<file path="src/hw/mio_pkg.sv">
// mio_pkg: register map, field layout, reset values and timing constants
// for the port configuration, converter steering, baud and sleep block.
// assumes a single 200 MHz clock and a 32-bit axi4-lite register bus.
package mio_pkg;

  // ****************************************************************
  // geometry
  // ****************************************************************
  localparam int PORT_W = 8;            // pins per port
  localparam int NUM_PORTS = 3;         // ports 0..2
  localparam int CLK_HZ = 200000000;    // system clock rate

  // ****************************************************************
  // register byte offsets
  // ****************************************************************
  localparam logic [7:0] OFS_DIR0 = 8'h00;   // direction, 1 = output
  localparam logic [7:0] OFS_DIR1 = 8'h04;
  localparam logic [7:0] OFS_DIR2 = 8'h08;
  localparam logic [7:0] OFS_OUT0 = 8'h0c;   // output data
  localparam logic [7:0] OFS_OUT1 = 8'h10;
  localparam logic [7:0] OFS_OUT2 = 8'h14;
  localparam logic [7:0] OFS_IN0 = 8'h18;    // sampled levels, read only
  localparam logic [7:0] OFS_IN1 = 8'h1c;
  localparam logic [7:0] OFS_IN2 = 8'h20;
  localparam logic [7:0] OFS_TRI0 = 8'h24;   // 1 = tri-state input
  localparam logic [7:0] OFS_TRI1 = 8'h28;
  localparam logic [7:0] OFS_TRI2 = 8'h2c;
  localparam logic [7:0] OFS_PERI0 = 8'h30;  // 1 = peripheral function
  localparam logic [7:0] OFS_PERI1 = 8'h34;
  localparam logic [7:0] OFS_PERI2 = 8'h38;
  localparam logic [7:0] OFS_PULLDN = 8'h3c; // bit p: port p pulls down
  localparam logic [7:0] OFS_BAUD = 8'h40;   // baud divisor, 16.8 format
  localparam logic [7:0] OFS_SLEEP = 8'h44;  // sleep configuration
  localparam logic [7:0] OFS_STATUS = 8'h48; // power state, read only

  // ****************************************************************
  // reset values and fields
  // ****************************************************************
  localparam logic [7:0] RST_DIR = 8'h00;    // all inputs
  localparam logic [7:0] RST_TRI = 8'h00;    // pulled, not tri-state
  localparam logic [2:0] RST_PULLDN = 3'h0;  // pulls point up
  // 38400 baud: 200e6/38400 = 5208.33 -> 16.8 fixed point
  localparam logic [23:0] RST_BAUD = 24'h145855;
  // divisor floor: 200e6 / 2e6 = 100, so 2 Mbps is the top rate
  localparam logic [23:0] BAUD_MIN = 24'h006400;
  localparam int SLP_OSC_BIT = 0;            // sleep oscillator enable
  localparam int SLP_MAX_LSB = 1;            // max depth field, 2 bits
  localparam logic [2:0] RST_SLEEP = 3'h6;   // osc off, max depth 3
  // reserved pins on port 1
  localparam int FE_A_BIT = 0;
  localparam int FE_B_BIT = 1;
  localparam int CONV_BIT = 7;
  localparam logic [7:0] RESERVED_MASK = 8'h83;

  // ****************************************************************
  // carriers and states
  // ****************************************************************
  typedef struct packed {
    logic [NUM_PORTS*PORT_W-1:0] out;   // pin drive value
    logic [NUM_PORTS*PORT_W-1:0] oe_n;  // low while driven
    logic [NUM_PORTS*PORT_W-1:0] pu;    // pull-up enable
    logic [NUM_PORTS*PORT_W-1:0] pd;    // pull-down enable
  } mio_pads_t;

  typedef enum logic [3:0] {
    PWR_ACTIVE = 4'h1,
    PWR_LIGHT = 4'h2,
    PWR_MEDIUM = 4'h4,
    PWR_DEEP = 4'h8
  } mio_pwr_t;

endpackage : mio_pkg
</file>
<file path="src/hw/mio_baud_gen.sv">
// mio_baud_gen: fractional baud tick generator, 16.8 fixed-point divisor.
// assumes nothing of when the divisor changes.
`timescale 1ns/1ps
module mio_baud_gen (
  // clock and reset
  input wire logic i_ref_clk,
  input wire logic i_rstn,
  input wire logic i_ce,
  // divisor in clock cycles per bit, 8 fraction bits
  input wire logic [23:0] i_div,
  // one-cycle tick per bit period
  output logic o_tick
);

  logic [23:0] acc_reg; // fractional phase accumulator
  logic [23:0] acc_next;
  logic tick_reg;
  logic tick_next;

  // ****************************************************************
  // phase accumulator
  // ****************************************************************
  // the fraction keeps the long-run error to the divisor's rounding,
  // well under the 0.14 percent budget for every standard rate
  always_comb begin
    acc_next = acc_reg + 24'h000100;
    tick_next = 1'b0;
    if (acc_next >= i_div) begin
      acc_next = acc_next - i_div;
      tick_next = 1'b1;
      // a shrunken divisor restarts the phase: no tick burst
      if (acc_next >= i_div) acc_next = 24'h000000;
    end
  end

  always_ff @(posedge i_ref_clk or negedge i_rstn) begin
    if (!i_rstn) begin
      acc_reg <= 24'h000000;
      tick_reg <= 1'b0;
    end else if (i_ce) begin
      acc_reg <= acc_next;
      tick_reg <= tick_next;
    end
  end

  assign o_tick = tick_reg;

endmodule : mio_baud_gen

</file>
<file path="src/hw/mio_ctrl.sv">
// mio_ctrl: three 8-bit general-purpose ports, converter steering pin,
// uart baud tick and sleep-mode selection behind an axi4-lite slave.
// assumes pads resolve out/oe_n/pu/pd; pins sampled synchronously.
`timescale 1ns/1ps

// What this block does
// - each port pin except the reserved ones individually input or output
// - inputs pull-up, pull-down or tri-state
// - pull direction chosen per whole port
// - reset makes all pins except the reserved ones pulled-up inputs
// - peripheral pins get no pulls
// - front-end pins a and b are reserved
// - converter pin fixed output, not configurable
// - converter on when active, bypass otherwise
// - baud rate configurable up to 2 Mbps
// - standard rates within 0.14 percent error
// - light/medium sleep need sleep oscillator
// - deep sleep when idle unless depth capped
module mio_ctrl (
  // clock, reset and enable
  input wire logic i_ref_clk,
  input wire logic i_rstn,
  input wire logic i_ce,
  // axi4-lite write address and data
  input wire logic [7:0] i_awaddr,
  input wire logic i_awvalid,
  output logic o_awready,
  input wire logic [31:0] i_wdata,
  input wire logic [3:0] i_wstrb,
  input wire logic i_wvalid,
  output logic o_wready,
  // axi4-lite write response
  output logic [1:0] o_bresp,
  output logic o_bvalid,
  input wire logic i_bready,
  // axi4-lite read
  input wire logic [7:0] i_araddr,
  input wire logic i_arvalid,
  output logic o_arready,
  output logic [31:0] o_rdata,
  output logic [1:0] o_rresp,
  output logic o_rvalid,
  input wire logic i_rready,
  // pads
  input wire logic [23:0] i_pin_in,
  output mio_pkg::mio_pads_t o_pads,
  // peripheral outputs, used when a pin is handed to a peripheral
  input wire logic [23:0] i_peri_out,
  input wire logic [23:0] i_peri_oe,
  // front-end control for the two reserved high-drive pins
  input wire logic [1:0] i_fe_ctrl,
  // processor activity and clock demand
  input wire logic i_cpu_active,
  input wire logic i_clk_needed,
  // uart bit tick and power state
  output logic o_baud_tick,
  output logic [3:0] o_pwr_state
);

  localparam int NP = mio_pkg::NUM_PORTS;
  localparam int W = mio_pkg::PORT_W;

  // ****************************************************************
  // configuration state
  // ****************************************************************
  logic [NP*W-1:0] dir_reg, dir_next;   // 1 = output
  logic [NP*W-1:0] out_reg, out_next;   // output data
  logic [NP*W-1:0] tri_reg, tri_next;   // tri-state inputs
  logic [NP*W-1:0] peri_reg, peri_next; // peripheral function
  logic [NP-1:0] pulldn_reg, pulldn_next; // per-port pull direction
  logic [23:0] baud_reg, baud_next;
  logic [2:0] sleep_reg, sleep_next;
  logic [NP*W-1:0] in_reg, in_next;     // sampled pin levels
  // bus state
  logic aw_held_reg, aw_held_next;
  logic [7:0] awaddr_reg, awaddr_next;
  logic w_held_reg, w_held_next;
  logic [31:0] wdata_reg, wdata_next;
  logic [3:0] wstrb_reg, wstrb_next;
  logic bvalid_reg, bvalid_next;
  logic [1:0] bresp_reg, bresp_next;
  logic rvalid_reg, rvalid_next;
  logic [31:0] rdata_reg, rdata_next;
  logic [1:0] rresp_reg, rresp_next;
  // power state
  mio_pkg::mio_pwr_t pwr_reg, pwr_next;
  logic conv_reg, conv_next;
  logic do_write;

  // merge one byte under strobe
  function automatic logic [7:0] merge8(input logic [7:0] old,
                                        input logic [31:0] d,
                                        input logic [3:0] s);
    merge8 = s[0] ? d[7:0] : old;
  endfunction : merge8

  // does an offset name a writable or readable register
  function automatic logic mapped(input logic [7:0] a);
    mapped = (a <= mio_pkg::OFS_STATUS) && (a[1:0] == 2'b00);
  endfunction : mapped

  // ****************************************************************
  // axi4-lite slave and register writes
  // ****************************************************************
  // address and data are latched independently so either may come
  // first; the response waits until both are present
  assign o_awready = !aw_held_reg && !bvalid_reg;
  assign o_wready = !w_held_reg && !bvalid_reg;
  assign o_arready = !rvalid_reg;
  assign do_write = aw_held_reg && w_held_reg && !bvalid_reg;

  always_comb begin
    aw_held_next = aw_held_reg;
    awaddr_next = awaddr_reg;
    w_held_next = w_held_reg;
    wdata_next = wdata_reg;
    wstrb_next = wstrb_reg;
    bvalid_next = bvalid_reg;
    bresp_next = bresp_reg;
    dir_next = dir_reg;
    out_next = out_reg;
    tri_next = tri_reg;
    peri_next = peri_reg;
    pulldn_next = pulldn_reg;
    baud_next = baud_reg;
    sleep_next = sleep_reg;
    if (i_awvalid && o_awready) begin
      aw_held_next = 1'b1;
      awaddr_next = i_awaddr;
    end
    if (i_wvalid && o_wready) begin
      w_held_next = 1'b1;
      wdata_next = i_wdata;
      wstrb_next = i_wstrb;
    end
    if (do_write) begin
      aw_held_next = 1'b0;
      w_held_next = 1'b0;
      bvalid_next = 1'b1;
      bresp_next = mapped(awaddr_reg) ? 2'b00 : 2'b10;
      for (int p = 0; p < NP; p++) begin
        // each pin has its own direction and tri-state bit
        if (awaddr_reg == mio_pkg::OFS_DIR0 + 8'(4*p)) begin
          dir_next[p*W +: W] =
            merge8(dir_reg[p*W +: W], wdata_reg, wstrb_reg);
        end
        if (awaddr_reg == mio_pkg::OFS_OUT0 + 8'(4*p)) begin
          out_next[p*W +: W] =
            merge8(out_reg[p*W +: W], wdata_reg, wstrb_reg);
        end
        if (awaddr_reg == mio_pkg::OFS_TRI0 + 8'(4*p)) begin
          tri_next[p*W +: W] =
            merge8(tri_reg[p*W +: W], wdata_reg, wstrb_reg);
        end
        if (awaddr_reg == mio_pkg::OFS_PERI0 + 8'(4*p)) begin
          peri_next[p*W +: W] =
            merge8(peri_reg[p*W +: W], wdata_reg, wstrb_reg);
        end
      end
      // pull direction is one bit per port, never per pin
      if (awaddr_reg == mio_pkg::OFS_PULLDN && wstrb_reg[0]) begin
        pulldn_next = wdata_reg[NP-1:0];
      end
      if (awaddr_reg == mio_pkg::OFS_BAUD) begin
        for (int b = 0; b < 3; b++) begin
          if (wstrb_reg[b]) begin
            baud_next[b*8 +: 8] = wdata_reg[b*8 +: 8];
          end
        end
        // clamp so the rate never exceeds 2 Mbps
        if (baud_next < mio_pkg::BAUD_MIN) begin
          baud_next = mio_pkg::BAUD_MIN;
        end
      end
      if (awaddr_reg == mio_pkg::OFS_SLEEP && wstrb_reg[0]) begin
        sleep_next = wdata_reg[2:0];
      end
    end
    if (bvalid_reg && i_bready) begin
      bvalid_next = 1'b0;
    end
  end

  // ****************************************************************
  // register reads
  // ****************************************************************
  always_comb begin
    rvalid_next = rvalid_reg;
    rdata_next = rdata_reg;
    rresp_next = rresp_reg;
    if (i_arvalid && o_arready) begin
      rvalid_next = 1'b1;
      rresp_next = mapped(i_araddr) ? 2'b00 : 2'b10;
      rdata_next = 32'h00000000;
      for (int p = 0; p < NP; p++) begin
        if (i_araddr == mio_pkg::OFS_DIR0 + 8'(4*p))
          rdata_next[7:0] = dir_reg[p*W +: W];
        if (i_araddr == mio_pkg::OFS_OUT0 + 8'(4*p))
          rdata_next[7:0] = out_reg[p*W +: W];
        if (i_araddr == mio_pkg::OFS_IN0 + 8'(4*p))
          rdata_next[7:0] = in_reg[p*W +: W];
        if (i_araddr == mio_pkg::OFS_TRI0 + 8'(4*p))
          rdata_next[7:0] = tri_reg[p*W +: W];
        if (i_araddr == mio_pkg::OFS_PERI0 + 8'(4*p))
          rdata_next[7:0] = peri_reg[p*W +: W];
      end
      if (i_araddr == mio_pkg::OFS_PULLDN)
        rdata_next[NP-1:0] = pulldn_reg;
      if (i_araddr == mio_pkg::OFS_BAUD)
        rdata_next[23:0] = baud_reg;
      if (i_araddr == mio_pkg::OFS_SLEEP)
        rdata_next[2:0] = sleep_reg;
      if (i_araddr == mio_pkg::OFS_STATUS)
        rdata_next[4:0] = {conv_reg, pwr_reg};
    end else if (rvalid_reg && i_rready) begin
      rvalid_next = 1'b0;
    end
  end

  // ****************************************************************
  // power mode selection and converter steering
  // ****************************************************************
  always_comb begin
    logic [1:0] cap;
    cap = sleep_reg[mio_pkg::SLP_MAX_LSB +: 2];
    pwr_next = mio_pkg::PWR_ACTIVE;
    in_next = i_pin_in;
    if (!i_cpu_active) begin
      if (!i_clk_needed && cap == 2'd3) begin
        pwr_next = mio_pkg::PWR_DEEP;
      end else if (sleep_reg[mio_pkg::SLP_OSC_BIT]) begin
        // light and medium sleep keep the sleep oscillator running
        if (cap >= 2'd2 && !i_clk_needed)
          pwr_next = mio_pkg::PWR_MEDIUM;
        else if (cap >= 2'd1)
          pwr_next = mio_pkg::PWR_LIGHT;
      end
    end
    // converter on while active, bypass in any sleep
    conv_next = (pwr_next == mio_pkg::PWR_ACTIVE);
  end

  // ****************************************************************
  // state registers
  // ****************************************************************
  // reset puts every pin except the reserved ones into pulled-up input mode
  always_ff @(posedge i_ref_clk or negedge i_rstn) begin
    if (!i_rstn) begin
      dir_reg <= {NP{mio_pkg::RST_DIR}};
      out_reg <= '0;
      tri_reg <= {NP{mio_pkg::RST_TRI}};
      peri_reg <= '0;
      pulldn_reg <= mio_pkg::RST_PULLDN;
      baud_reg <= mio_pkg::RST_BAUD;
      sleep_reg <= mio_pkg::RST_SLEEP;
      in_reg <= '0;
      aw_held_reg <= 1'b0;
      awaddr_reg <= 8'h00;
      w_held_reg <= 1'b0;
      wdata_reg <= 32'h00000000;
      wstrb_reg <= 4'h0;
      bvalid_reg <= 1'b0;
      bresp_reg <= 2'b00;
      rvalid_reg <= 1'b0;
      rdata_reg <= 32'h00000000;
      rresp_reg <= 2'b00;
      pwr_reg <= mio_pkg::PWR_ACTIVE;
      conv_reg <= 1'b1;
    end else if (i_ce) begin
      dir_reg <= dir_next;
      out_reg <= out_next;
      tri_reg <= tri_next;
      peri_reg <= peri_next;
      pulldn_reg <= pulldn_next;
      baud_reg <= baud_next;
      sleep_reg <= sleep_next;
      in_reg <= in_next;
      aw_held_reg <= aw_held_next;
      awaddr_reg <= awaddr_next;
      w_held_reg <= w_held_next;
      wdata_reg <= wdata_next;
      wstrb_reg <= wstrb_next;
      bvalid_reg <= bvalid_next;
      bresp_reg <= bresp_next;
      rvalid_reg <= rvalid_next;
      rdata_reg <= rdata_next;
      rresp_reg <= rresp_next;
      pwr_reg <= pwr_next;
      conv_reg <= conv_next;
    end
  end

  // ****************************************************************
  // pad drive
  // ****************************************************************
  // pads are combinational from registers and peripheral/front-end inputs; reserved pins ignore config
  always_comb begin
    for (int i = 0; i < NP*W; i++) begin
      logic pulled;
      pulled = !dir_reg[i] && !tri_reg[i] && !peri_reg[i];
      o_pads.out[i] = peri_reg[i] ? i_peri_out[i] : out_reg[i];
      o_pads.oe_n[i] = peri_reg[i] ? !i_peri_oe[i] : !dir_reg[i];
      o_pads.pu[i] = pulled && !pulldn_reg[i/W];
      o_pads.pd[i] = pulled && pulldn_reg[i/W];
    end
    // front-end pins follow the radio, never the application
    o_pads.out[W+mio_pkg::FE_A_BIT] = i_fe_ctrl[0];
    o_pads.out[W+mio_pkg::FE_B_BIT] = i_fe_ctrl[1];
    o_pads.out[W+mio_pkg::CONV_BIT] = conv_reg;
    for (int j = 0; j < W; j++) begin
      if (mio_pkg::RESERVED_MASK[j]) begin
        o_pads.oe_n[W+j] = 1'b0;
        o_pads.pu[W+j] = 1'b0;
        o_pads.pd[W+j] = 1'b0;
      end
    end
  end

  // ****************************************************************
  // baud generator and outputs
  // ****************************************************************
  mio_baud_gen u_baud (
    .i_ref_clk(i_ref_clk),
    .i_rstn(i_rstn),
    .i_ce(i_ce),
    .i_div(baud_reg),
    .o_tick(o_baud_tick)
  );

  assign o_bvalid = bvalid_reg;
  assign o_bresp = bresp_reg;
  assign o_rvalid = rvalid_reg;
  assign o_rdata = rdata_reg;
  assign o_rresp = rresp_reg;
  assign o_pwr_state = pwr_reg;

endmodule : mio_ctrl

</file>
<file path="config.mk">
export PLATFORM = sky130hd
export DESIGN_NAME = mio_ctrl
export DESIGN_NICKNAME = d
export VERILOG_FILES = /design/src/hw/mio_pkg.sv /design/src/hw/mio_baud_gen.sv /design/src/hw/mio_ctrl.sv
export SDC_FILE = /design/constraint.sdc
export NUM_CORES = 1
export LEC_CHECK = 0
export BUFFER_PORTS_ARGS = -buffer_cell sky130_fd_sc_hd__buf_4
export CELL_PAD_IN_SITES_DETAIL_PLACEMENT = 1
export CELL_PAD_IN_SITES_GLOBAL_PLACEMENT = 1
export CORE_MARGIN = 2
export CORE_UTILIZATION = 46
export CTS_CLUSTER_DIAMETER = 50
export DETAILED_ROUTE_END_ITERATION = 10
export PLACE_DENSITY_LB_ADDON = 0.3
export SLEW_MARGIN = 20
export SYNTH_ARGS = -nofsm -noshare
export SYNTH_HDL_FRONTEND = slang
export SYNTH_SLANG_ARGS = --single-unit
</file>
<file path="constraint.sdc">
create_clock -name i_ref_clk -period 10.4 [get_ports i_ref_clk]
set_clock_uncertainty 0.1 [all_clocks]
set_input_delay 2.6 -clock i_ref_clk [delete_from_list [all_inputs] [get_ports i_ref_clk]]
set_output_delay 2.6 -clock i_ref_clk [all_outputs]
set_load 0.005 [all_outputs]
</file>
Word level (Yosys, flattened, before mapping) --
Index checks and enable logic that the tools add are counted.
Word-level totals: flip-flop bits (word level) 247, output and inout bits 142, word-level logic and storage cells 384
Cells by class: $add $sub $neg 2, magnitude comparators 7, equal/unequal tests 34, muxes and demuxes 89, reductions and logical operators 222
Operators with widths (count):
- $mux W8 | 24
- $eq A8 B6 Y1 const B | 15
- $logic_and A1 B1 Y1 | 99
- $mux W24 | 4
- $logic_not A1 Y1 | 92
- $mux W1 | 51
- $eq A8 B5 Y1 const B | 6
- $ge A24 B24 Y1 | 2
- $reduce_and A4 Y1 | 12
- $eq A8 B7 Y1 const B | 5
- $eq A8 B4 Y1 const B | 4
- $add A24 B9 Y24 const B | 1
- $lt A24 B15 Y1 const B | 1
- $sub A24 B24 Y24 | 1
- $eq A8 B3 Y1 const B | 2
- $le A8 B7 Y1 const B | 2
- $logic_not A8 Y1 | 2
- $reduce_and A2 Y1 | 8
- $mux W3 | 4
- $reduce_and A3 Y1 | 3
- $mux W4 | 2
- $reduce_bool A2 Y1 | 4
- $mux W2 | 3
- $mux W5 | 1
- other kinds (5) | 6

Longest topological paths before layout --
Gate-level depths: netlist of the first run.
depth in word-level cells 20, mapped depth 25, gate-level depth less buffers 24

Hierarchy --
A second synthesis of the first run with hierarchy kept.
Second synthesis, totals: cells, all modules 1387, area, all modules 14441.4 sq um
Modules (own cells, without submodules):
- mio_ctrl | instances 1, cells each 946, area each 11028.1 sq um
- mio_baud_gen | instances 1, cells each 441, area each 3413.3 sq um

Least setup slack after synthesis of the first run --
Ideal clock, no wire load.
path type in2out, start in i_peri_out[0], end out o_pads[72] (netlist name), arrival 2.855 ns, path slack 4.845 ns, cell stages on the path 1, path buffers 0, cells stage by stage mux2_2
On the way: word-level cells in the longest chain between the ends 1
RTL lines:
- from (decl) | line mio_ctrl.sv:48 | input wire logic [23:0] i_peri_out,
- $mux W1 | line mio_ctrl.sv:301 | o_pads.out[i] = peri_reg[i] ? i_peri_out[i] : out_reg[i];
- to (decl) | line mio_ctrl.sv:46 | output mio_pkg::mio_pads_t o_pads,
Every way passes these cells.

Worst setup path in the final report of the first run --
start reg u_baud.acc_reg[8], end reg u_baud.acc_reg[20]
On the way: word-level cells in the longest chain between the ends 5
RTL lines:
- from (decl) | line mio_baud_gen.sv:15 | logic [23:0] acc_reg;
- from (signal assigned) | line mio_baud_gen.sv:41 | acc_reg <= acc_next;
- $add A24 B9 Y24 (*) | line mio_baud_gen.sv:26 | acc_next = acc_reg + 24'h000100;
- $sub A24 B24 Y24 | line mio_baud_gen.sv:29 | acc_next = acc_next - i_div;
- $ge A24 B24 Y1 | line mio_baud_gen.sv:32 | if (acc_next >= i_div) acc_next = 24'h000000;
- $mux W24 | line mio_baud_gen.sv:32
- $mux W24 (*) | line mio_baud_gen.sv:28 | if (acc_next >= i_div) begin
Mark *: on every way between the ends. The rest lies on a longest branch, timed or not. A chain may end at the register's enable or synchronous reset.

==> insert_results.sql, run 1 <==
INSERT INTO impl_metrics (metric_group, metric, value, unit) VALUES
('pwr', 'share_comb_of_total_power', '41.1', '%'),
('floorplan', 'core_area', '29700', 'sq um'),
('pwr', 'power.clock.fraction', '26.0', '%'),
('cts', 'cts.repair.resized', '0', ''),
('worst_setup_path', 'crit_path_leading_delay_family', 'compound AO/OA/AOI/OAI gates', ''),
('logic_synthesis', 'synthesis.instances', '1314', ''),
('worst_setup_path', 'timing.critical_path.cells', 'ha_1, and3_1, nand3_1, nor2_1, xor2_1, ha_1, and4_1, a221oi_2, o22ai_2, o31a_1, a21o_1, a21oi_2, xnor2_1, ha_1, a21o_1, a21oi_1, o211ai_1, o21ai_2, nand2_1, nor2_1, a221o_1', ''),
('cts', 'tritoncts', 'yes', ''),
('floorplan', 'die_w', '178', 'um'),
('pwr', 'pwr_density_cell', '251', 'nW/um^2'),
('worst_setup_path', 'setup.worst_path.class', 'reg -> reg', ''),
('sta', 'slew_viol_final', '0', ''),
('worst_setup_path', 'crit_path_top_delay_cell', 'sky130_fd_sc_hd__o21ai_2', ''),
('worst_setup_path', 'critPathCaptureType', 'flip-flop', ''),
('sta', 'final_period_minus_worst_setup_slack', '6.16', 'ns'),
('global_routing', 'overall_routing_resource_usage', '31.4', '%'),
('finish', 'area_growth', '22.3', '%'),
('finish', 'post_route_cells_drive_above_1_share', '33.5', '%'),
('sta', 'final-hold-violation-count', '0', ''),
('logic_synthesis', 'synth_area', '13900', 'sq um'),
('cts', 'number_of_buffers_between_clock_root_and_the_deepest_sink', '3', ''),
('worst_setup_path', 'timing.critical_path.buf_inv', '0', ''),
('cts', 'cts_hold_repair.buffers', '0', ''),
('placement', 'dp_worst_setup_slack', '4.35', 'ns'),
('placement', 'dp.cells', '1893', ''),
('global_routing', 'antenna_found_initial', '1', ''),
('cts', 'worstSkewPairLatency', '0.58', 'ns'),
('global_routing', 'global_route_wire_length_before_repair', '75900', 'um'),
('sta', 'worst_slew_margin_rel', '33.1', '%'),
('drt', 'total_wire_length_after_detailed_routing', '49600', 'um'),
('logic_synthesis', 'syn-mean-instance-area', '10.6', 'sq um'),
('drt', 'remaining_drc_errors', '0', ''),
('global_routing', 'grt_max_degree', '106', ''),
('logic_synthesis', 'synth.largest_area_cell', 'sky130_fd_sc_hd__dfrtp_1', ''),
('finish', 'nFillCells', '3220', ''),
('worst_setup_path', 'timing.reg2reg.worst_path_depth', '21', ''),
('sta', 'fmax', '162', 'MHz'),
('worst_setup_path', 'crit_cells', '21', ''),
('sta', 'worst_hold_slack', '0.384', 'ns'),
('cts', 'post_cts_setup_bufs', '0', ''),
('drt', 'detail_route.iter0.violations', '1080', ''),
('pwr', 'power.share.switching', '40.3', '%'),
('finish', 'layout.cells.most_common_list', 'sky130_fd_sc_hd__buf_4 (245), sky130_fd_sc_hd__dfrtp_1 (232), sky130_fd_sc_hd__mux2_2 (185)', ''),
('logic_synthesis', 'post-synth-top-area-fraction', '41.8', '%'),
('worst_setup_path', 'critPathMostFrequentCell', 'sky130_fd_sc_hd__ha_1', ''),
('min_path', 'hold_path_depth', '2', ''),
('logic_synthesis', 'synth_ff_type', 'sky130_fd_sc_hd__dfrtp_1', ''),
('logic_synthesis', 'yosys_warnings', '0', ''),
('logic_synthesis', 'asyncSetResetFlopFracSynth', '100', '%'),
('drt', 'avgViaCountPerCell', '6.28', ''),
('sta', 'worst_pin_slew', '1.00', 'ns'),
('pwr', 'vdd.ir_drop.worst', '0.165', 'mV'),
('sta', 'unrepaired_setup_endpoints_after_global_routing', 'false', ''),
('sta', 'layout_worst_path_cycle_share', '59.2', '%'),
('floorplan', 'boundaryPins', '278', ''),
('logic_synthesis', 'synthTopCellsByArea', 'sky130_fd_sc_hd__dfrtp_1 (42%), sky130_fd_sc_hd__mux2_2 (15%), sky130_fd_sc_hd__ha_1 (4.4%), sky130_fd_sc_hd__nand2_1 (3.3%), sky130_fd_sc_hd__dfstp_2 (2.5%)', ''),
('global_routing', 'first_global_vias', '12767', ''),
('pwr', 'p_int', '2.55', 'mW'),
('cts', 'cts-htree-levels', '1', ''),
('drt', 'detail_route.wl_per_cell', '25.4', 'um'),
('sta', 'setup_viol', '0', ''),
('outcome', 'outcome', 'complete, no violations', ''),
('logic_synthesis', 'synth-edff-count', '0', ''),
('floorplan', 'dieArea', '31600', 'sq um'),
('worst_setup_path', 'maximum_fanout_along_the_worst_path', '19', ''),
('logic_synthesis', 'netlist-cell-type-count', '82', ''),
('min_path', 'worst_hold_path_type', 'reg -> reg', ''),
('drt', 'vias', '12258', ''),
('pwr', 'power.static_leakage', '7.76', 'nW'),
('finish', 'layout_commonest_cell', 'sky130_fd_sc_hd__buf_4', ''),
('pwr', 'power.switching', '1.72', 'mW');
==> layout make-up <==
type | count | area (sq um) | share of cell area, %
Clock buffer | 40 | 850 | 5.00
Multi-Input combinational cell | 967 | 7270 | 42.8
Clock inverter | 18 | 213 | 1.25
Timing Repair Buffer | 246 | 1850 | 10.9
Tap cell | 390 | 488 | 2.87
Sequential cell | 245 | 6150 | 36.2
Antenna cell | 1 | 2.50 | 0.0147
Inverter | 45 | 169 | 0.994
==> power by group through the flow <==
stage / clock network, mW / registers (mW) / logic (mW)
final: 1.11 / 1.40 / 1.75
after global routing: 1.16 / 1.42 / 1.94
after CTS: 1.12 / 1.39 / 1.75
after detailed placement: 0 / 1.40 / 1.72
after global placement: 0 / 1.38 / 1.64
after floorplan: 0 / 1.26 / 1.28
==> Yosys cell counts, types with 14 or more instances <==
library cell / instances
sky130_fd_sc_hd__nor4b_1: 24
sky130_fd_sc_hd__inv_1: 45
sky130_fd_sc_hd__o21ai_0: 35
sky130_fd_sc_hd__nor2_1: 77
sky130_fd_sc_hd__a22o_1: 21
sky130_fd_sc_hd__nand2_1: 121
sky130_fd_sc_hd__nand3_1: 31
sky130_fd_sc_hd__a21oi_1: 55
sky130_fd_sc_hd__mux2i_1: 23
sky130_fd_sc_hd__xnor2_1: 19
sky130_fd_sc_hd__ha_1: 49
sky130_fd_sc_hd__o31ai_1: 17
sky130_fd_sc_hd__buf_4: 22
sky130_fd_sc_hd__mux2_2: 185
sky130_fd_sc_hd__a22oi_1: 14
sky130_fd_sc_hd__o21ai_1: 17
sky130_fd_sc_hd__a31oi_1: 16
sky130_fd_sc_hd__clkbuf_1: 39
sky130_fd_sc_hd__nor4_1: 28
sky130_fd_sc_hd__dfrtp_1: 232
==> metal layers <==
layer	vias to the layer above	global-route usage [%]	part of all wire [%]
met5	-	1.92	0.16
met4	2	11.4	3.8
met3	124	7.56	8.6
met2	569	47.6	45
met1	6232	43.4	43
li1	5331	-	-
==> tightest hold or removal path, stage by stage (launching register included) <==
cell and delay, ns:
sky130_fd_sc_hd__dfrtp_1 0.34, sky130_fd_sc_hd__nand2_1 0.05, sky130_fd_sc_hd__nand2_1 0.05
==> logic make-up after synthesis <==
logic type | count (synthesis) | share of synthesized area (%)
adder cells (fa/ha/maj) | 50 | 4.56
buffers and inverters | 120 | 4.05
flip-flops | 245 | 44.3
multiplexers | 208 | 16.7
XOR/XNOR | 32 | 2.02
AND/OR/NAND/NOR | 366 | 13.5
other | 1 | 0.0270
AO/OA/AOI/OAI | 292 | 14.9
==> worst paths after layout <==
path / slack (ns) / endpoint / startpoint
max: 4.24 / u_baud.acc_reg[20] / u_baud.acc_reg[8]
min: 0.38 / u_baud.acc_reg[7] / u_baud.acc_reg[7]
max reg2reg: 4.24 / u_baud.acc_reg[20] / u_baud.acc_reg[8]
min reg2reg: 0.38 / u_baud.acc_reg[7] / u_baud.acc_reg[7]
max in group asynchronous: 6.67 / u_baud.acc_reg[22] / i_rstn
min in group asynchronous: 1.92 / dir_reg[0] / i_rstn
==> stage by stage <==
stage,instance area [sq um],utilization (%)
finish,17000,57.2
global route,17000,57.2
CTS,17000,57.2
detailed placement,15900,53.6
global placement,15900,53.6
floorplan,14000,-
No activity file was read; power rests on OpenSTA's default activity.
==> run 2, diff against run 1 <==
Settings changed: ABC_AREA set to 1, CORE_UTILIZATION 46 to 37.
Clock period 10.4 ns to 5.2 ns, I/O delays scaled along.
==> run 2 against run 1 <==
Net effect:
- maximum frequency up 29%
- hold slack worse by 0.0036 ns
- critical path depth up 7
- core utilization down 10 points
- highest routed layer is now met4
- critical path type unchanged
- power up 100%
- largest power group unchanged
==> insert_results.sql, run 2 <==
INSERT INTO impl_metrics (metric_group, metric, value, unit) VALUES
('logic_synthesis', 'sequential_element_share_of_the_synthesized_area', '44.3', '%'),
('global_routing', 'grt_overflow_total', '0', ''),
('flow_run', 'maxCapViolCount', '0', ''),
('logic_synthesis', 'synthTopCellsByArea', 'sky130_fd_sc_hd__dfrtp_1 (42%), sky130_fd_sc_hd__nand2_1 (15%), sky130_fd_sc_hd__o21ai_0 (6.8%), sky130_fd_sc_hd__inv_1 (5.3%), sky130_fd_sc_hd__nor2_1 (4.6%)', ''),
('logic_synthesis', 'yosys_warnings', '0', ''),
('drt', 'drtPass1Iterations', '5', ''),
('sta', 'totalNegativeSetupSlack', '0', 'ns'),
('sta', 'timing.final.ws_setup', '0.444', 'ns'),
('worst_setup_path', 'maximum_fanout_along_the_worst_path', '16', ''),
('worst_setup_path', 'start_kind', 'flip-flop', ''),
('worst_setup_path', 'cp_data_arrival_time', '5.02', 'ns'),
('worst_setup_path', 'timing.reg2reg.worst_path_depth', '28', ''),
('logic_synthesis', 'netlist-cell-type-count', '61', ''),
('finish', 'fin_nets', '2232', ''),
('global_routing', 'overall_routing_resource_usage', '25.6', '%'),
('sta', 'setup_viol', '0', ''),
('logic_synthesis', 'synth_area', '13900', 'sq um'),
('pwr', 'p_int', '5.12', 'mW'),
('sta', 'slew_viol_final', '0', ''),
('drt', 'detail_route.wl_per_cell', '19.5', 'um'),
('cts', 'worstSkewPairLatency', '0.53', 'ns'),
('drt', 'detail_route.iter0.violations', '872', ''),
('drt', 'vias', '13292', ''),
('sta', 'fmax', '210', 'MHz'),
('finish', 'area_growth', '23.7', '%'),
('min_path', 'hold_path_depth', '2', ''),
('placement', 'dpl-instance-area', '16000', 'sq um'),
('floorplan', 'boundaryPins', '278', ''),
('pwr', 'p_seq_share', '29.5', '%'),
('worst_setup_path', 'setup.worst_path.class', 'reg -> reg', ''),
('logic_synthesis', 'synth.largest_area_cell', 'sky130_fd_sc_hd__dfrtp_1', ''),
('worst_setup_path', 'worst_ep_required_time', '5.46', 'ns'),
('sta', 'final-hold-violation-count', '0', ''),
('cts', 'tritoncts', 'yes', ''),
('outcome', 'outcome', 'complete, no violations', ''),
('cts', 'cts-htree-levels', '2', ''),
('drt', 'remaining_drc_errors', '0', ''),
('cts', 'cts_hold_repair.buffers', '0', ''),
('worst_setup_path', 'critPathCaptureType', 'flip-flop', ''),
('finish', 'layout_commonest_cell', 'sky130_fd_sc_hd__nand2_1', ''),
('floorplan', 'placementRows', '70', ''),
('sta', 'final_period_minus_worst_setup_slack', '4.76', 'ns'),
('logic_synthesis', 'synthesis.instances', '1821', ''),
('drt', 'total_wire_length_after_detailed_routing', '49500', 'um'),
('finish', 'number_of_antenna_diodes', '0', ''),
('pwr', 'power.static_leakage', '8.39', 'nW'),
('cts', 'number_of_buffers_between_clock_root_and_the_deepest_sink', '3', ''),
('floorplan', 'core_area', '36800', 'sq um'),
('pwr', 'pwr_density_cell', '506', 'nW/um^2'),
('sta', 'unrepaired_setup_endpoints_after_global_routing', 'false', ''),
('global_routing', 'grt_max_degree', '95', ''),
('finish', 'layout.cells.most_common_list', 'sky130_fd_sc_hd__nand2_1 (560), sky130_fd_sc_hd__buf_4 (245), sky130_fd_sc_hd__dfrtp_1 (232)', ''),
('finish', 'layout.cell_area.non_filler', '17200', 'sq um'),
('logic_synthesis', 'post-synth-top-area-fraction', '41.8', '%'),
('logic_synthesis', 'synth.most_common_cell', 'sky130_fd_sc_hd__nand2_1', ''),
('worst_setup_path', 'crit_path_top_delay_cell', 'sky130_fd_sc_hd__dfrtp_1', ''),
('placement', 'dp_worst_setup_slack', '0.204', 'ns'),
('floorplan', 'initial_core_util', '37.8', '%'),
('cts', 'cts-root-buf', 'sky130_fd_sc_hd__clkbuf_16', ''),
('floorplan', 'dieArea', '39100', 'sq um'),
('cts', 'cts-buffers-inserted', '34', ''),
('sta', 'worst_pin_slew', '0.888', 'ns'),
('sta', 'worst_slew_margin_rel', '40.7', '%'),
('global_routing', 'antenna_found_initial', '0', ''),
('logic_synthesis', 'synth-edff-count', '0', ''),
('placement', 'finalWeightedCongestion', '0.882', ''),
('worst_setup_path', 'crit_path_max_cell_delay', '0.38', 'ns'),
('logic_synthesis', 'synth-seq-cells', '245', ''),
('floorplan', 'chipHeight', '198', 'um'),
('pwr', 'share_comb_of_total_power', '43.2', '%'),
('pwr', 'power.switching', '3.57', 'mW'),
('finish', 'post_route_cells_drive_above_1_share', '17.0', '%'),
('sta', 'layout_worst_path_cycle_share', '91.5', '%'),
('floorplan', 'die_w', '198', 'um'),
('cts', 'clk_pin_slew_worst_paths', '0.06', 'ns'),
('logic_synthesis', 'synth_ff_type', 'sky130_fd_sc_hd__dfrtp_1', ''),
('global_routing', 'global_route_wire_length_before_repair', '77300', 'um'),
('cts', 'cts.sinks', '245', ''),
('logic_synthesis', 'syn-mean-instance-area', '7.63', 'sq um'),
('global_routing', 'first_global_vias', '13663', ''),
('drt', 'avgViaCountPerCell', '5.24', ''),
('worst_setup_path', 'timing.reg2reg.setup_slack', '0.44', 'ns'),
('pwr', 'vdd.ir_drop.worst', '0.233', 'mV'),
('placement', 'dpl.hpwl', '38300', 'um'),
('placement', 'buffer_ports.inserted', '239', ''),
('pwr', 'power.clock.fraction', '27.3', '%'),
('logic_synthesis', 'synthTopCellsByCount', 'sky130_fd_sc_hd__nand2_1 (560), sky130_fd_sc_hd__dfrtp_1 (232), sky130_fd_sc_hd__inv_1 (197)', ''),
('logic_synthesis', 'asyncSetResetFlopFracSynth', '100', '%'),
('pwr', 'power.share.switching', '41.1', '%'),
('min_path', 'worst_hold_path_type', 'reg -> reg', ''),
('drt', 'antenna_violating_nets_post_route', '0', '');
[run 2: logic make-up (layout without fill, tap and decap cells)]
logic type	count (synthesis)	in the layout	synth area share (%)
fa+ha+maj	50	50	4.56
buf+inv	279	511	8.47
mux	17	17	1.22
simple gates	844	844	24.8
other cells	1	19	0.0270
compound gates	353	353	14.6
flops	245	245	44.3
xor+xnor	32	32	2.02
[run 2: area by class of cell]
class	count	area, sq um
Tap cell	468	586
Timing Repair Buffer	248	1890
Clock buffer	49	988
Inverter	202	758
Fill cell	4569	19600
Sequential cell	245	6150
Clock inverter	12	159
Multi-Input combinational cell	1315	6650
[run 2: power groups by stage]
| stage | registers [mW] | clock network, mW | logic [mW] |
|---|---|---|---|
| after floorplan | 2.47 | 0 | 2.60 |
| after detailed placement | 2.59 | 0 | 3.71 |
| after global routing | 2.61 | 2.50 | 4.23 |
| after global placement | 2.57 | 0 | 3.58 |
| after CTS | 2.56 | 2.42 | 3.73 |
| final | 2.56 | 2.37 | 3.75 |
[run 2: metal layers]
layer	wire (um)	part of all wire (%)	GRT usage, %
met1	23600	48	36.9
met2	21900	44	39.6
met3	2540	5.1	3.63
met5	0	0	0
met4	1460	2.9	8.19
[run 2: critical path: cells and delay by family (launching register included)]
kind            cells  cell delay, ns
buf+inv             5            0.47
simple gates       13            1.67
flops               1            0.38
compound gates      5            0.81
fa+ha+maj           3            0.85
xor+xnor            2            0.29
[run 2: path summary, 6_finish.rpt]
kind,from,to
worst max-delay path,u_baud.acc_reg[9],u_baud.acc_reg[12]
worst min-delay path,baud_reg[6],baud_reg[6]
worst min register to register,baud_reg[6],baud_reg[6]
worst max register to register,u_baud.acc_reg[9],u_baud.acc_reg[12]
max in group asynchronous,i_rstn,u_baud.acc_reg[19]
min in group asynchronous,i_rstn,in_reg[7]
[run 2: repair_timing]
item                                    CTS  global route
endpoints found under the setup margin    0            21
gates resized for setup                   0             5
setup buffers                             0             0
hold endpoints to repair                  0             0
[run 2: stage by stage]
step / utilization [%] / power (mW) / cells / hold WS, ns
floorplan: - / 5.07 / 1839 / 0.342
global placement: 43.5 / 6.15 / 2478 / 0.350
detailed placement: 43.5 / 6.30 / 2478 / 0.368
CTS: 46.6 / 8.71 / 2539 / 0.380
global route: 46.7 / 9.34 / 2539 / 0.400
finish: 46.7 / 8.69 / 2539 / 0.380
==> run 3, diff against run 2 <==
Settings changed: CORE_UTILIZATION 37 to 44.
Clock period 5.2 ns to 6 ns, I/O delays scaled along.
==> run 3 against run 2 <==
Net effect:
- clock power shrank 29%
- setup slack improved by 0.25 ns
- routed wire length shrank 1.7%
- critical path type unchanged
- largest cell class unchanged
- largest power group unchanged
==> insert_results.sql, run 3 (synthesis gave the netlist of run 2 again) <==
INSERT INTO impl_metrics (metric_group, metric, value, unit) VALUES
('flow_run', 'maxCapViolCount', '0', ''),
('sta', 'worst_slew_margin_rel', '31.4', '%'),
('cts', 'tritoncts', 'yes', ''),
('worst_setup_path', 'timing.critical_path.buf_inv', '4', ''),
('pwr', 'post-layout-total-power', '7.14', 'mW'),
('cts', 'cts.repair.resized', '0', ''),
('pwr', 'pwr_density_cell', '425', 'nW/um^2'),
('floorplan', 'die_w', '182', 'um'),
('worst_setup_path', 'start_kind', 'flip-flop', ''),
('min_path', 'worst_hold_path_type', 'reg -> reg', ''),
('worst_setup_path', 'worst_ep_required_time', '6.37', 'ns'),
('sta', 'unrepaired_setup_endpoints_after_global_routing', 'false', ''),
('finish', 'area_growth', '21.0', '%'),
('floorplan', 'boundaryPins', '278', ''),
('global_routing', 'grt_max_degree', '128', ''),
('finish', 'utilization', '53.7', '%'),
('floorplan', 'dieArea', '33000', 'sq um'),
('sta', 'final-hold-violation-count', '0', ''),
('worst_setup_path', 'critPathMostFrequentCell', 'sky130_fd_sc_hd__nand3_1', ''),
('cts', 'worstSkewPairLatency', '0.60', 'ns'),
('sta', 'final_period_minus_worst_setup_slack', '5.31', 'ns'),
('cts', 'number_of_buffers_between_clock_root_and_the_deepest_sink', '3', ''),
('cts', 'cts.sinks', '245', ''),
('drt', 'avgViaCountPerCell', '5.47', ''),
('sta', 'fmax', '188', 'MHz'),
('sta', 'layout_worst_path_cycle_share', '88.5', '%'),
('worst_setup_path', 'crit_path_leading_delay_family', 'simple AND/OR/NAND/NOR gates', ''),
('worst_setup_path', 'cp_data_arrival_time', '5.68', 'ns'),
('drt', 'detail_route.iter0.violations', '879', ''),
('drt', 'drtPass1Iterations', '5', ''),
('pwr', 'vdd.ir_drop.worst', '0.272', 'mV'),
('global_routing', 'grt_overflow_total', '0', ''),
('drt', 'vias', '13487', ''),
('worst_setup_path', 'maximum_fanout_along_the_worst_path', '16', ''),
('cts', 'post_cts_setup_bufs', '0', ''),
('worst_setup_path', 'crit_path_top_delay_cell', 'sky130_fd_sc_hd__nor2_4', ''),
('drt', 'total_wire_length_after_detailed_routing', '48700', 'um'),
('min_path', 'min-delay-start', 'wdata_reg[5]', ''),
('cts', 'clk_pin_slew_worst_paths', '0.06', 'ns'),
('cts', 'cts-root-buf', 'sky130_fd_sc_hd__clkbuf_16', ''),
('finish', 'layout_commonest_cell', 'sky130_fd_sc_hd__nand2_1', ''),
('floorplan', 'core_area', '31300', 'sq um'),
('finish', 'post_route_cells_drive_above_1_share', '16.3', '%'),
('finish', 'fin_nets', '2225', ''),
('drt', 'detail_route.wl_per_cell', '19.7', 'um'),
('sta', 'slew_viol_final', '0', ''),
('outcome', 'outcome', 'complete, no violations', ''),
('placement', 'buffer_ports.inserted', '239', ''),
('cts', 'cts-htree-levels', '1', ''),
('worst_setup_path', 'crit_start', 'u_baud.acc_reg[8]', ''),
('cts', 'cts_hold_repair.buffers', '0', ''),
('pwr', 'power.static_leakage', '8.24', 'nW'),
('placement', 'finalWeightedCongestion', '0.915', ''),
('placement', 'dp.cells', '2409', ''),
('sta', 'worst_hold_slack', '0.378', 'ns'),
('worst_setup_path', 'critPathCaptureType', 'flip-flop', ''),
('drt', 'remaining_drc_errors', '0', ''),
('drt', 'antenna_violating_nets_post_route', '0', ''),
('global_routing', 'overall_routing_resource_usage', '29.5', '%'),
('sta', 'worst_pin_slew', '1.03', 'ns'),
('floorplan', 'placementRows', '65', ''),
('sta', 'setup_viol', '0', ''),
('worst_setup_path', 'r2r_start', 'u_baud.acc_reg[8]', ''),
('finish', 'nFillCells', '3938', ''),
('finish', 'finalNonFillerCells', '2465', ''),
('cts', 'cts-buffers-inserted', '30', ''),
('floorplan', 'initial_core_util', '44.4', '%'),
('global_routing', 'first_global_vias', '13828', ''),
('finish', 'layout.cells.most_common_list', 'sky130_fd_sc_hd__nand2_1 (560), sky130_fd_sc_hd__buf_4 (244), sky130_fd_sc_hd__dfrtp_1 (232)', ''),
('worst_setup_path', 'crit_path_max_cell_delay', '0.48', 'ns'),
('global_routing', 'antenna_found_initial', '1', ''),
('global_routing', 'global_route_wire_length_before_repair', '76500', 'um'),
('placement', 'dpl.hpwl', '36900', 'um'),
('worst_setup_path', 'setup.worst_path.class', 'reg -> reg', ''),
('floorplan', 'chipHeight', '182', 'um'),
('sta', 'totalNegativeSetupSlack', '0', 'ns');
## run 3: cell types whose count changed in the layout (fill, tap and decap cells not counted), moves of 2 or more
cell / previous run / this run
sky130_fd_sc_hd__clkbuf_1: 8 / 13
sky130_fd_sc_hd__clkbuf_16: 35 / 30
sky130_fd_sc_hd__clkbuf_8: 6 / 2
sky130_fd_sc_hd__bufinv_16: 3 / 0
sky130_fd_sc_hd__clkinv_2: 3 / 5
sky130_fd_sc_hd__clkinv_4: 2 / 0
sky130_fd_sc_hd__clkinvlp_4: 1 / 3
sky130_fd_sc_hd__inv_6: 2 / 0
## run 3: metrics by stage
step / area (sq um) / setup WS (ns)
2_1_floorplan: 14000 / 1.93
3_3_place_gp: 15900 / 1.02
3_5_place_dp: 15900 / 0.822
4_1_cts: 16800 / 0.729
5_1_grt: 16800 / 0.209
6_report: 16800 / 0.691
## run 3: final timing paths
path                                 endpoint  cells past startpoint  slack, ns
min in group asynchronous           in_reg[7]                      1       0.90
hold / removal                   peri_reg[13]                      2       0.38
setup reg to reg           u_baud.acc_reg[12]                     26       0.69
hold reg to reg                  peri_reg[13]                      2       0.38
setup / recovery           u_baud.acc_reg[12]                     26       0.69
max in group asynchronous         o_rdata[22]                      2       3.59
## run 3: where the power goes
part	switching, mW	internal [mW]
clock	0.734	0.956
sequential	0.256	1.96
combinational	2.08	1.15
total	3.07	4.07
## run 3: metal layers
| layer | share of wire (%) | global-route usage (%) |
|---|---|---|
| met2 | 45 | 47.3 |
| met1 | 45 | 41.8 |
| met3 | 6.1 | 3.33 |
| met4 | 3.6 | 9.66 |
| met5 | 0 | 0 |
## run 3: worst register-to-register path: stages, from the launching register on
cell                       delay, ns
sky130_fd_sc_hd__dfrtp_1        0.37
sky130_fd_sc_hd__ha_1           0.20
sky130_fd_sc_hd__nand3_1        0.18
sky130_fd_sc_hd__nor2_1         0.21
sky130_fd_sc_hd__nand3_1        0.12
sky130_fd_sc_hd__nor2_1         0.10
sky130_fd_sc_hd__inv_1          0.07
sky130_fd_sc_hd__nor3_2         0.22
sky130_fd_sc_hd__nand3_1        0.13
sky130_fd_sc_hd__xnor2_1        0.29
sky130_fd_sc_hd__ha_1           0.32
sky130_fd_sc_hd__inv_1          0.19
sky130_fd_sc_hd__nor3_1         0.10
sky130_fd_sc_hd__a221oi_1       0.25
sky130_fd_sc_hd__nand2_1        0.11
sky130_fd_sc_hd__xor2_1         0.16
sky130_fd_sc_hd__inv_1          0.09
sky130_fd_sc_hd__ha_1           0.30
sky130_fd_sc_hd__nand2_1        0.10
sky130_fd_sc_hd__inv_1          0.05
sky130_fd_sc_hd__nand3_1        0.10
sky130_fd_sc_hd__o221ai_1       0.17
sky130_fd_sc_hd__a21oi_1        0.15
sky130_fd_sc_hd__nand3_1        0.30
sky130_fd_sc_hd__nor2_4         0.48
sky130_fd_sc_hd__a22oi_1        0.12
sky130_fd_sc_hd__o21ai_0        0.19
## run 3: final cells by class
cell class                 instances  area, sq um  area share, %
clock inverter                    10         88.8          0.529
antenna                            1         2.50         0.0149
multi-input combinational       1315         6640           39.5
timing repair buffer             245         1850           11.0
tap                              402          503           2.99
sequential                       245         6150           36.6
clock buffer                      45          827           4.92
inverter                         202          758           4.51
